## src/rtl/usr_defines.vh

```
// usr_defines.vh: offsets, fields and timing for the suspend/resume sequencer
// assumes inclusion by usr_suspend_resume.v only
`ifndef USR_DEFINES_VH
`define USR_DEFINES_VH

// register byte offsets
`define USR_OFS_SLEEP_STATUS 12'h000
`define USR_OFS_SYS_CTRL 12'h004
`define USR_OFS_MISC_CTRL 12'h008
`define USR_OFS_GP 12'h00c
`define USR_OFS_STATE 12'h010

// sleep_status_register fields
`define USR_SSR_SLEEP 0
`define USR_SSR_WAKE 1
`define USR_SSR_PO 2
// system_control_register fields
`define USR_SCR_SOFT_RESTART 0
`define USR_SCR_SLEEP_IE 1
// misc_control_status_register fields
`define USR_MISC_CONTROL_STATUS_REGISTER_EXTENDED_FEATURE_ENABLE 0
`define USR_MISC_CONTROL_STATUS_REGISTER_BOARD_SIGNAL_FEATURE_ENABLE 1
`define USR_MISC_CONTROL_STATUS_REGISTER_PULLUP_SUPPLY_ENABLE 2
`define USR_MISC_CONTROL_STATUS_REGISTER_LOCKOUT 3
// general_purpose_register fields
`define USR_GP_WAKE_IE 0

// timing: clock in MHz, delays in microseconds, settle in cycles
`define USR_CLK_MHZ 40
`define USR_STABLE_US 6000
`define USR_IDLE_US 3000
`define USR_RWU_WAIT_US 7000
`define USR_RESUME_K_US 12000
`define USR_SETTLE_CYC 5'h10

`endif

```

## src/rtl/usr_suspend_resume.v

```verilog
// usr_suspend_resume.v: suspend detect, sleep entry and wake-up sequencer with apb registers
// assumes pclk 40 MHz free running; usb line and pin inputs are asynchronous to pclk
// limitation: clocks restart on a pclk edge after the stabilization count, not asynchronously
`timescale 1ns/1ps
`include "usr_defines.vh"

module usr_suspend_resume #(
    parameter STABLE_CYC = `USR_STABLE_US * `USR_CLK_MHZ,
    parameter IDLE_CYC = `USR_IDLE_US * `USR_CLK_MHZ,
    parameter RWU_WAIT_CYC = `USR_RWU_WAIT_US * `USR_CLK_MHZ,
    parameter RESUME_K_CYC = `USR_RESUME_K_US * `USR_CLK_MHZ
) (
    // clock and reset
    input wire pclk,
    input wire presetn,
    // apb slave
    input wire psel,
    input wire penable,
    input wire pwrite,
    input wire [11:0] paddr,
    input wire [31:0] pwdata,
    output wire [31:0] prdata,
    output wire pready,
    output wire pslverr,
    // usb line state and resume drive
    input wire line_j,
    input wire line_k,
    output reg drive_k,
    // application pins
    input wire remote_wake_request_n,
    output reg sleep_indicator_n,
    output reg clocks_enabled,
    output wire interrupt_request_n,
    output wire irq_oe,
    output wire frame_start_oe,
    output wire data_bus_oe,
    output wire bus_reset_oe,
    output wire data_set_oe,
    output wire pullup_supply_out,
    output wire settle_busy
);

    // sequencer states
    localparam ST_RUN = 3'h0;
    localparam ST_SLEEP = 3'h1;
    localparam ST_STABLE = 3'h2;
    localparam ST_RWU_WAIT = 3'h3;
    localparam ST_DRIVE_K = 3'h4;

    reg [2:0] state;
    reg [31:0] timer;
    reg [31:0] idle_cnt;
    reg [4:0] settle_cnt;
    reg remote_wake;
    reg wake_pending;
    reg lockout;
    // sleep_status_register
    reg sleep_status_control_bit;
    reg wake_complete_flag;
    reg powered_off_peripherals_cfg;
    // system_control_register
    reg soft_restart_bit;
    reg sleep_interrupt_enable;
    // misc_control_status_register
    reg extended_feature_enable;
    reg board_signal_feature_enable;
    reg pullup_supply_enable;
    reg post_sleep_lockout_enable;
    // general_purpose_register
    reg wake_interrupt_enable;
    reg [30:0] gp_spare;
    reg [31:0] rdata;
    // three-stage pin synchronisers
    // the first flop only feeds the second; decisions use the second and third
    reg [2:0] j_sync;
    reg [2:0] k_sync;
    reg [2:0] rwu_sync;

    function stable_low;
        input [2:0] s;
        begin
            stable_low = ~s[1] & ~s[2];
        end
    endfunction

    function stable_high;
        input [2:0] s;
        begin
            stable_high = s[1] & s[2];
        end
    endfunction

    // one decode shared by the read mux, the write path and the error flag
    function reg_hit;
        input [11:0] addr;
        input [11:0] ofs;
        begin
            reg_hit = (addr == ofs);
        end
    endfunction

    wire asleep = (state == ST_SLEEP);
    wire wr_en = psel & penable & pwrite;
    wire rd_en = psel & penable & ~pwrite;
    wire k_seen = stable_high(k_sync);
    wire j_seen = stable_high(j_sync);
    wire rwu_seen = stable_low(rwu_sync);

    // address decode
    wire hit_ssr = reg_hit(paddr, `USR_OFS_SLEEP_STATUS);
    wire hit_scr = reg_hit(paddr, `USR_OFS_SYS_CTRL);
    wire hit_misc_control_status_register = reg_hit(paddr, `USR_OFS_MISC_CTRL);
    wire hit_gp = reg_hit(paddr, `USR_OFS_GP);
    wire hit_st = reg_hit(paddr, `USR_OFS_STATE);
    wire mapped = hit_ssr | hit_scr | hit_misc_control_status_register | hit_gp | hit_st;
    // only soft restart may land in sleep; lockout drops all writes until cleared
    wire wr_ok = wr_en & mapped & ~lockout & (~asleep | hit_scr);
    wire soft_wake = asleep & wr_en & hit_scr & extended_feature_enable
        & pwdata[`USR_SCR_SOFT_RESTART];

    // suspend condition: j long enough, masked while the wake flag stands
    wire suspend_seen = (state == ST_RUN) && (idle_cnt == IDLE_CYC - 1) && j_seen
        && !wake_complete_flag;
    wire stable_done = (state == ST_STABLE) && (timer == 32'h0);
    wire wake_trigger = k_seen | rwu_seen | soft_wake | wake_pending;

    // single-cycle apb, write taken at the access edge
    assign pready = 1'b1;
    // unmapped offsets answer with an error, never a hang
    assign pslverr = psel & penable & ~mapped;
    assign prdata = rdata;

    // read mux
    always @* begin
        rdata = 32'h0000_0000;
        if (hit_ssr) begin
            rdata[`USR_SSR_SLEEP] = sleep_status_control_bit;
            rdata[`USR_SSR_WAKE] = wake_complete_flag;
            rdata[`USR_SSR_PO] = powered_off_peripherals_cfg;
        end else if (hit_scr) begin
            rdata[`USR_SCR_SOFT_RESTART] = soft_restart_bit;
            rdata[`USR_SCR_SLEEP_IE] = sleep_interrupt_enable;
        end else if (hit_misc_control_status_register) begin
            rdata[`USR_MISC_CONTROL_STATUS_REGISTER_EXTENDED_FEATURE_ENABLE] = extended_feature_enable;
            rdata[`USR_MISC_CONTROL_STATUS_REGISTER_BOARD_SIGNAL_FEATURE_ENABLE] = board_signal_feature_enable;
            rdata[`USR_MISC_CONTROL_STATUS_REGISTER_PULLUP_SUPPLY_ENABLE] = pullup_supply_enable;
            rdata[`USR_MISC_CONTROL_STATUS_REGISTER_LOCKOUT] = post_sleep_lockout_enable;
        end else if (hit_gp) begin
            rdata = {gp_spare, wake_interrupt_enable};
        end else if (hit_st) begin
            rdata = {27'h0000000, lockout, remote_wake, state};
        end
    end // reads have no side effects, so they stay legal asleep

    always @(posedge pclk or negedge presetn) begin
        if (!presetn) begin
            j_sync <= 3'h0;
            k_sync <= 3'h0;
            rwu_sync <= 3'h7;
        end else begin
            j_sync <= {j_sync[1:0], line_j};
            k_sync <= {k_sync[1:0], line_k};
            rwu_sync <= {rwu_sync[1:0], remote_wake_request_n};
        end
    end

    // register file
    // refused writes are dropped while pready still answers
    always @(posedge pclk or negedge presetn) begin
        if (!presetn) begin
            sleep_status_control_bit <= 1'b0;
            wake_complete_flag <= 1'b0;
            powered_off_peripherals_cfg <= 1'b0;
            soft_restart_bit <= 1'b0;
            sleep_interrupt_enable <= 1'b0;
            extended_feature_enable <= 1'b0;
            board_signal_feature_enable <= 1'b0;
            pullup_supply_enable <= 1'b0;
            post_sleep_lockout_enable <= 1'b0;
            wake_interrupt_enable <= 1'b0;
            gp_spare <= 31'h00000000;
            settle_cnt <= 5'h00;
        end else begin
            if (settle_cnt != 5'h00)
                settle_cnt <= settle_cnt - 5'h01;
            if (wr_ok && hit_ssr) begin
                sleep_status_control_bit <= pwdata[`USR_SSR_SLEEP];
                wake_complete_flag <= wake_complete_flag & pwdata[`USR_SSR_WAKE];
                powered_off_peripherals_cfg <= pwdata[`USR_SSR_PO];
            end
            if (wr_ok && hit_scr) begin
                soft_restart_bit <= pwdata[`USR_SCR_SOFT_RESTART];
                if (!asleep)
                    sleep_interrupt_enable <= pwdata[`USR_SCR_SLEEP_IE];
            end
            if (wr_ok && hit_misc_control_status_register) begin
                extended_feature_enable <= pwdata[`USR_MISC_CONTROL_STATUS_REGISTER_EXTENDED_FEATURE_ENABLE];
                board_signal_feature_enable <= pwdata[`USR_MISC_CONTROL_STATUS_REGISTER_BOARD_SIGNAL_FEATURE_ENABLE];
                pullup_supply_enable <= pwdata[`USR_MISC_CONTROL_STATUS_REGISTER_PULLUP_SUPPLY_ENABLE];
                post_sleep_lockout_enable <= pwdata[`USR_MISC_CONTROL_STATUS_REGISTER_LOCKOUT];
                settle_cnt <= `USR_SETTLE_CYC;
            end
            if (wr_ok && hit_gp) begin
                wake_interrupt_enable <= pwdata[`USR_GP_WAKE_IE];
                gp_spare <= pwdata[31:1];
            end
            // suspend detect: set wins over write; held off while wake flag stands
            if (suspend_seen)
                sleep_status_control_bit <= 1'b1;
            if (state != ST_SLEEP && state != ST_RUN)
                sleep_status_control_bit <= 1'b0;
            if (stable_done)
                wake_complete_flag <= 1'b1;
        end
    end

    // j-state idle counter
    // holds at the threshold instead of wrapping on a long idle bus
    always @(posedge pclk or negedge presetn) begin
        if (!presetn)
            idle_cnt <= 32'h0;
        else if (state != ST_RUN || !j_seen)
            idle_cnt <= 32'h0;
        else if (idle_cnt != IDLE_CYC - 1)
            idle_cnt <= idle_cnt + 32'h1;
    end

    // sleep and wake sequencer
    // one shared down-counter, loaded on entry to ST_STABLE, ST_RWU_WAIT and ST_DRIVE_K
    always @(posedge pclk or negedge presetn) begin
        if (!presetn) begin
            state <= ST_RUN;
            timer <= 32'h0;
            remote_wake <= 1'b0;
            wake_pending <= 1'b0;
            lockout <= 1'b0;
            sleep_indicator_n <= 1'b1;
            clocks_enabled <= 1'b1;
            drive_k <= 1'b0;
        end else begin
            if (timer != 32'h0)
                timer <= timer - 32'h1;
            // lockout ends with the first clean idle cycle on the strobes
            if (lockout && !psel)
                lockout <= 1'b0;
            case (state)
                ST_RUN: begin
                    wake_pending <= 1'b0;
                    // clearing write of the sleep bit enters sleep at once
                    if (wr_ok && hit_ssr && sleep_status_control_bit
                        && !pwdata[`USR_SSR_SLEEP]) begin
                        state <= ST_SLEEP;
                        sleep_indicator_n <= 1'b0;
                        clocks_enabled <= 1'b0;
                        // a trigger already standing at entry is kept, not lost
                        wake_pending <= k_seen | rwu_seen;
                        remote_wake <= rwu_seen;
                    end
                end
                ST_SLEEP: begin
                    // triggers latched so a glitch-length request still completes
                    if (wake_trigger) begin
                        state <= ST_STABLE;
                        wake_pending <= 1'b0;
                        sleep_indicator_n <= 1'b1;
                        remote_wake <= rwu_seen | (remote_wake & wake_pending);
                        timer <= STABLE_CYC - 1;
                        lockout <= post_sleep_lockout_enable;
                    end
                end
                ST_STABLE: begin
                    if (stable_done) begin
                        clocks_enabled <= 1'b1;
                        if (remote_wake) begin
                            state <= ST_RWU_WAIT;
                            // minus what stabilization already used
                            timer <= RWU_WAIT_CYC - STABLE_CYC;
                        end else begin
                            state <= ST_RUN;
                        end
                    end
                end
                ST_RWU_WAIT: begin
                    if (timer == 32'h0) begin
                        state <= ST_DRIVE_K;
                        drive_k <= 1'b1;
                        timer <= RESUME_K_CYC - 1;
                    end
                end
                ST_DRIVE_K: begin
                    // k ends on its own; firmware needs no stop write
                    if (timer == 32'h0) begin
                        drive_k <= 1'b0;
                        state <= ST_RUN;
                        remote_wake <= 1'b0;
                    end
                end
                default: state <= ST_RUN;
            endcase
        end
    end

    // interrupt from sleep status or wake completion
    wire irq = (wake_complete_flag & wake_interrupt_enable)
        | (sleep_status_control_bit & sleep_interrupt_enable);
    // low enables release pins so a powered-off neighbour never sees a high
    wire tri_po = ~sleep_indicator_n & powered_off_peripherals_cfg;

    assign interrupt_request_n = ~irq;
    assign irq_oe = ~tri_po;
    assign frame_start_oe = ~tri_po;
    assign data_bus_oe = ~tri_po & rd_en;
    assign bus_reset_oe = sleep_indicator_n | board_signal_feature_enable;
    assign data_set_oe = sleep_indicator_n | board_signal_feature_enable;
    assign pullup_supply_out = pullup_supply_enable;
    assign settle_busy = (settle_cnt != 5'h00);

endmodule // usr_suspend_resume

```

## config.mk

```make
export PLATFORM = sky130hd
export DESIGN_NAME = usr_suspend_resume
export DESIGN_NICKNAME = d
export VERILOG_FILES = /design/src/rtl/usr_suspend_resume.v
export VERILOG_INCLUDE_DIRS = /design/src /design/src/rtl
export SDC_FILE = /design/constraint.sdc
export NUM_CORES = 1
export LEC_CHECK = 0
export BUFFER_PORTS_ARGS = -buffer_cell sky130_fd_sc_hd__buf_2
export CAP_MARGIN = 25
export CORE_UTILIZATION = 60
export CTS_BUF_LIST = sky130_fd_sc_hd__clkbuf_4
export DETAILED_ROUTE_END_ITERATION = 7
export PLACE_DENSITY = 0.85
export SLEW_MARGIN = 20
export SYNTH_ARGS = -nofsm -noshare
export SYNTH_HDL_FRONTEND = slang
export SYNTH_SLANG_ARGS = --single-unit
export TNS_END_PERCENT = 100
```

## constraint.sdc

```tcl
create_clock -name pclk -period 6.5 [get_ports pclk]
set_clock_uncertainty 0.15 [all_clocks]
set_input_delay 0 -clock pclk [delete_from_list [all_inputs] [get_ports pclk]]
set_output_delay 0 -clock pclk [all_outputs]
set_load 0.01 [all_outputs]
```

== Word level (Yosys, flattened, before mapping) ==
Index checks and enable logic that the tools add are counted.
Widths: inputs -> output; s select.

* Flip-flop bits (word level): 128
* Bits of input ports: 52
* Output and inout bits: 45
* Logic and storage cells: 168

* Add/sub/neg operators: 3
* Eq/ne operators: 16
* Muxes and demuxes: 47
* Bitwise operators: 40
* Reduce and logical (&&, ||, !) cells: 38

{| class="wikitable"
|+ Operators by type and width
! kind !! count
|-
| $mux 32 || 8
|-
| $pmux 32 s3 || 1
|-
| $add 32x1->32 const B || 1
|-
| $eq 32x17->1 const B || 1
|-
| $logic_not 32->1 || 1
|-
| $ne 32x17->1 const B || 1
|-
| $reduce_bool 32->1 || 1
|-
| $sub 32x1->32 const B || 1
|-
| $mux 30 || 1
|-
| $mux 29 || 1
|-
| $mux 28 || 1
|-
| $eq 12x4->1 const B || 2
|-
| $and 1x1->1 || 20
|-
| $mux 3 || 6
|-
| $mux 1 || 17
|-
| $mux 5 || 3
|-
| $pmux 3 s5 || 1
|-
| $eq 12x3->1 const B || 1
|-
| $eq 12x5->1 const B || 1
|-
| $logic_and 1x1->1 || 12
|-
| $logic_not 12->1 || 1
|-
| $reduce_bool 2->1 || 6
|-
| $or 1x1->1 || 11
|-
| $not 1->1 || 9
|-
| 20 further kinds || 36
|}

== Longest topological paths before layout ==
* Depth after elaboration: 13
* Depth in mapped cells: 10
* Depth with buffers taken out: 9

== Least setup slack after synthesis ==
OpenSTA, ideal clock, no wires.

* Kind: register -> register
* From: register timer[7]
* To: register timer[0]
* Setup time: 0.134 ns
* Data arrival time: 2.421 ns
* Data required time: 6.216 ns
* Slack: 3.796 ns
* Cell stages (with the launch flop): 10
* Buffers on the path: 1
* Period minus slack after synthesis: 2.704 ns
* Path through: dfrtp_1 -> nor4_1 -> nand3_1 -> or4_1 -> clkbuf_1 -> nor2_1 -> inv_1 -> ha_1 -> o21ai_0 -> o211ai_1

* Word-level cells in the longest chain between the ends: 5
* Elaborated cells on any way between the ends: 9
* Those cells by class: mux: 6; reduce/logical: 3

{| class="wikitable"
|+ RTL lines
! what !! RTL line !! text
|-
| start, declared || usr_suspend_resume.v:51 || <nowiki>reg [31:0] timer;</nowiki>
|-
| start signal, assigned || usr_suspend_resume.v:242 || <nowiki>timer <= timer - 32'h1;</nowiki>
|-
| start signal, assigned || usr_suspend_resume.v:267 || <nowiki>timer <= STABLE_CYC - 1;</nowiki>
|-
| start signal, assigned || usr_suspend_resume.v:277 || <nowiki>timer <= RWU_WAIT_CYC - STABLE_CYC;</nowiki>
|-
| $reduce_bool 32->1 || usr_suspend_resume.v:241 || <nowiki>if (timer != 32'h0)</nowiki>
|-
| $mux 32 || usr_suspend_resume.v:241 ||
|-
| $mux 32 || usr_suspend_resume.v:274 || <nowiki>if (remote_wake) begin</nowiki>
|-
| $mux 32 || usr_suspend_resume.v:272 || <nowiki>if (stable_done) begin</nowiki>
|-
| $pmux 32 s3 * || usr_suspend_resume.v:246 || <nowiki>case (state)</nowiki>
|}

Mark *: on every way between the ends. The rest lies on a longest branch, timed or not.
A chain may end at the register's enable or synchronous reset.

== Final worst setup path ==
* From: register timer[13]
* To: register timer[0]

Same word-level chain as after synthesis.

==> results.py <==
metrics = {
    "status": {
        "status": "finished, final reports clean",
    },
    "synth": {
        "synthTopCellsByCount": "123 x dfrtp_1, 73 x nor2_1, 48 x nand2_1",
        "yosysSeqAreaShare_pct": 48.98,
        "synth_top_flop_cell": "dfrtp_1",
        "synthesis.nets": 706,
        "synth_cell_types": 61,
        "ys_ff_latch": 128,
        "postSynthAreaPerCell_um2": 10.10,
        "synth_area_leader_cell": "dfrtp_1",
        "yosysWarnings": 0,
        "synth_most_common_cell": "dfrtp_1",
        "synthArstFlopShare_pct": 100.0,
        "synth_cells": 649,
        "synth_area_um2": 6553,
        "synth_area_leaders": "dfrtp_1 47%, mux2_2 7.2%, nor2_1 4.2%, xor2_1 4.1%, and2_1 3.2%",
        "synthDominantCellAreaShare_pct": 46.97,
        "synth_edf_count": 0,
    },
    "finish": {
        "postLayoutCoreUtil_pct": 75.74,
        "layout.nets": 850,
        "drive_gt1_share_pct": 23.57,
        "design_area_um2": 7924,
        "area_growth_pct": 20.93,
    },
    "global_route": {
        "gr-usage-all-layers_pct": 35.45,
        "grt_max_degree": 68,
        "grt_first_pass_wirelength_um": 30650,
        "antenna_found_initial": 2,
        "grt-ovfl-total": 0,
        "grt_pass1_vias": 6005,
    },
    "floorplanning": {
        "core_area_um2": 10460,
        "start_util_pct": 62.63,
        "die_area_um2": 11340,
        "dieWidth_um": 106.5,
        "row_count": 37,
        "die_h_um": 106.5,
        "pin_count": 97,
    },
    "sta": {
        "hold_viol": 0,
        "fmax_ghz": 0.3194,
        "drv_slew": 0,
        "worst_pin_slew_ns": 0.9799,
        "post-route-period-util_pct": 48.17,
        "layout_min_cycle_time_ns": 3.131,
        "maxSlewHeadroom_pct": 34.18,
        "rsz0062_at_grt": "no",
        "hold_ws_ns": 0.06293,
        "final-setup-viol-count": 0,
        "finalSetupTns_ns": 0,
    },
    "power_and_ir_drop": {
        "p_comb_share_pct": 9.6,
        "switching_share_pct": 25.71,
        "p_int_uw": 1120,
        "vdd_drop_max_mv": 0.1708,
        "p_seq_share_pct": 55.0,
        "pwr-share-clk_pct": 35.4,
        "net-switching-power_uw": 387.7,
        "p_leak_uw": 0.003631,
        "p_per_area_nw_per_um2": 190.3,
    },
    "clocking": {
        "numCtsBuffers": 17,
        "cts.htree.levels": 4,
        "cts_sinks": 128,
        "cts.reportedPaths.clkPinSlew_ns": 0.12,
        "cts_setup_buffers": 0,
        "cts_buffer_depth": 2,
        "cts_tree": "yes",
        "insertion_delay_ns": 0.57,
        "root_buffer": "clkbuf_4",
    },
    "hold_path": {
        "hp-class": "input pin to flop",
    },
    "route": {
        "dr.pass1.iters": 6,
        "via_count": 6050,
        "ant_nets": 0,
        "viasPerCell": 6.409,
        "drt_iter0_markers": 622,
        "drc": 0,
        "finalWirelength_um": 19040,
        "wl_per_cell_um": 20.17,
    },
    "place": {
        "place_hpwl_um": 10450,
        "placed_cell_area_um2": 7102,
        "port_buffers": 95,
        "gp_congestion": 0.8176,
    },
    "setup_path": {
        "crit_path_max_fanout": 8,
        "cp-start-kind": "flop",
        "slowest_stage": "or4_1",
        "cp.arrival_ns": 3.39,
        "crit_type": "flop to flop",
        "cp_cell_sequence": "nor4_1 -> nand2b_1 -> or4_1 -> nor2_1 -> inv_1 -> ha_1 -> o21ai_0 -> o211ai_1",
        "required_ns": 6.76,
        "crit_path_max_incr_delay_ns": 0.72,
        "endpoint_kind": "flop",
    },
    "flow_run": {
        "drv_cap": 0,
    },
}
-- layout by cell type, fill, tap and decap left out, types with 6 or more instances in the layout --
| cell type | instances |
|---|---|
| nand4_1 | 9 |
| clkbuf_4 | 20 |
| dlygate4sd3_1 | 52 |
| nand3_1 | 35 |
| nor3_1 | 22 |
| a21oi_1 | 23 |
| and3_1 | 9 |
| nand2b_1 | 7 |
| mux2_2 | 42 |
| inv_1 | 9 |
| nand2_1 | 48 |
| nor2_1 | 73 |
| dfrtp_1 | 123 |
| or3_1 | 12 |
| xnor2_1 | 19 |
| o21ai_0 | 22 |
| nor4_1 | 15 |
| buf_2 | 94 |
| nor3b_1 | 6 |
| xor2_1 | 31 |
| and2_1 | 33 |
-- path summary, 6_finish.rpt --
| check | start | endpoint | slack (ns) | depth (start not counted) |
|---|---|---|---|---|
| setup / recovery | timer[13] | timer[0] | 3.37 | 8 |
| hold / removal | pwdata[26] | gp_spare[25] | 0.06 | 3 |
| setup reg to reg | timer[13] | timer[0] | 3.37 | 8 |
| hold reg to reg | j_sync[0] | j_sync[1] | 0.23 | 0 |
| max in group asynchronous | presetn | idle_cnt[31] | 4.98 | 4 |
| min in group asynchronous | presetn | clocks_enabled | 0.37 | 3 |
-- metal layers --
metal	track usage, %	vias up	part of all wire (%)
met5	0	-	0
met4	20.35	0	5.7
met3	9.810	124	9.0
met2	57.37	416	48
met1	42.62	2936	38
li1	-	2574	-
-- power groups by stage --
stage	clock, µW	sequential, µW	combinational, µW
CTS	529	829	139
global placement	0	843	106
global route	573	832	163
detailed placement	0	844	114
finish	534	829	145
floorplan	0	841	66.5
-- worst max-delay path: cells and delay by family, from the launching register on --
| kind | cells | cell delay, ns |
|---|---|---|
| AO/OA/AOI/OAI | 2 | 0.19 |
| adder cells (fa/ha/maj) | 1 | 0.28 |
| flip-flops | 1 | 0.43 |
| AND/OR/NAND/NOR | 4 | 1.86 |
| buffers and inverters | 1 | 0.10 |
-- kinds of logic after synthesis --
logic type / synth area share, %
AOI/OAI and AO/OA: 6.741
xor gates and xnor gates: 6.683
adders and majority gates: 0.9547
buffers and inverters: 2.654
DFF: 48.98
muxes: 8.325
other: 0.05723
and+or+nand+nor: 25.61
-- flip-flops by register name, summed over array words and instances (netlist names), 3 cells and up --
signal / flops
idle_cnt: 32
timer: 32
gp_spare: 31
settle_cnt: 5
j_sync: 3
k_sync: 3
rwu_sync: 3
state: 3
-- through the flow --
stage / power (µW) / std cells / setup WS (ns)
6_report: 1508 / 944 / 3.369
5_1_grt: 1568 / 944 / 3.068
4_1_cts: 1496 / 942 / 3.361
3_5_place_dp: 958.1 / 857 / 3.388
3_3_place_gp: 949.5 / 856 / 3.473
2_1_floorplan: 907.4 / 649 / 3.796
-- area by class of cell --
| class | instances | area (µm²) |
|---|---|---|
| multi-input cells | 485 | 3184 |
| repair buffers | 152 | 1052 |
| clock inverters | 12 | 118.9 |
| flip-flops and latches | 128 | 3209 |
| fillers | 646 | 2539 |
| diodes | 2 | 5.005 |
| inverters | 9 | 33.78 |
| well taps | 136 | 170.2 |
| clock buffers | 20 | 150.1 |
-- what timing repair did --
item,CTS,global route
endpoints found under the hold margin,114,0
hold buffers,53,0
gates resized for setup,0,0
Note: power is estimated with default switching activity, not from simulation.
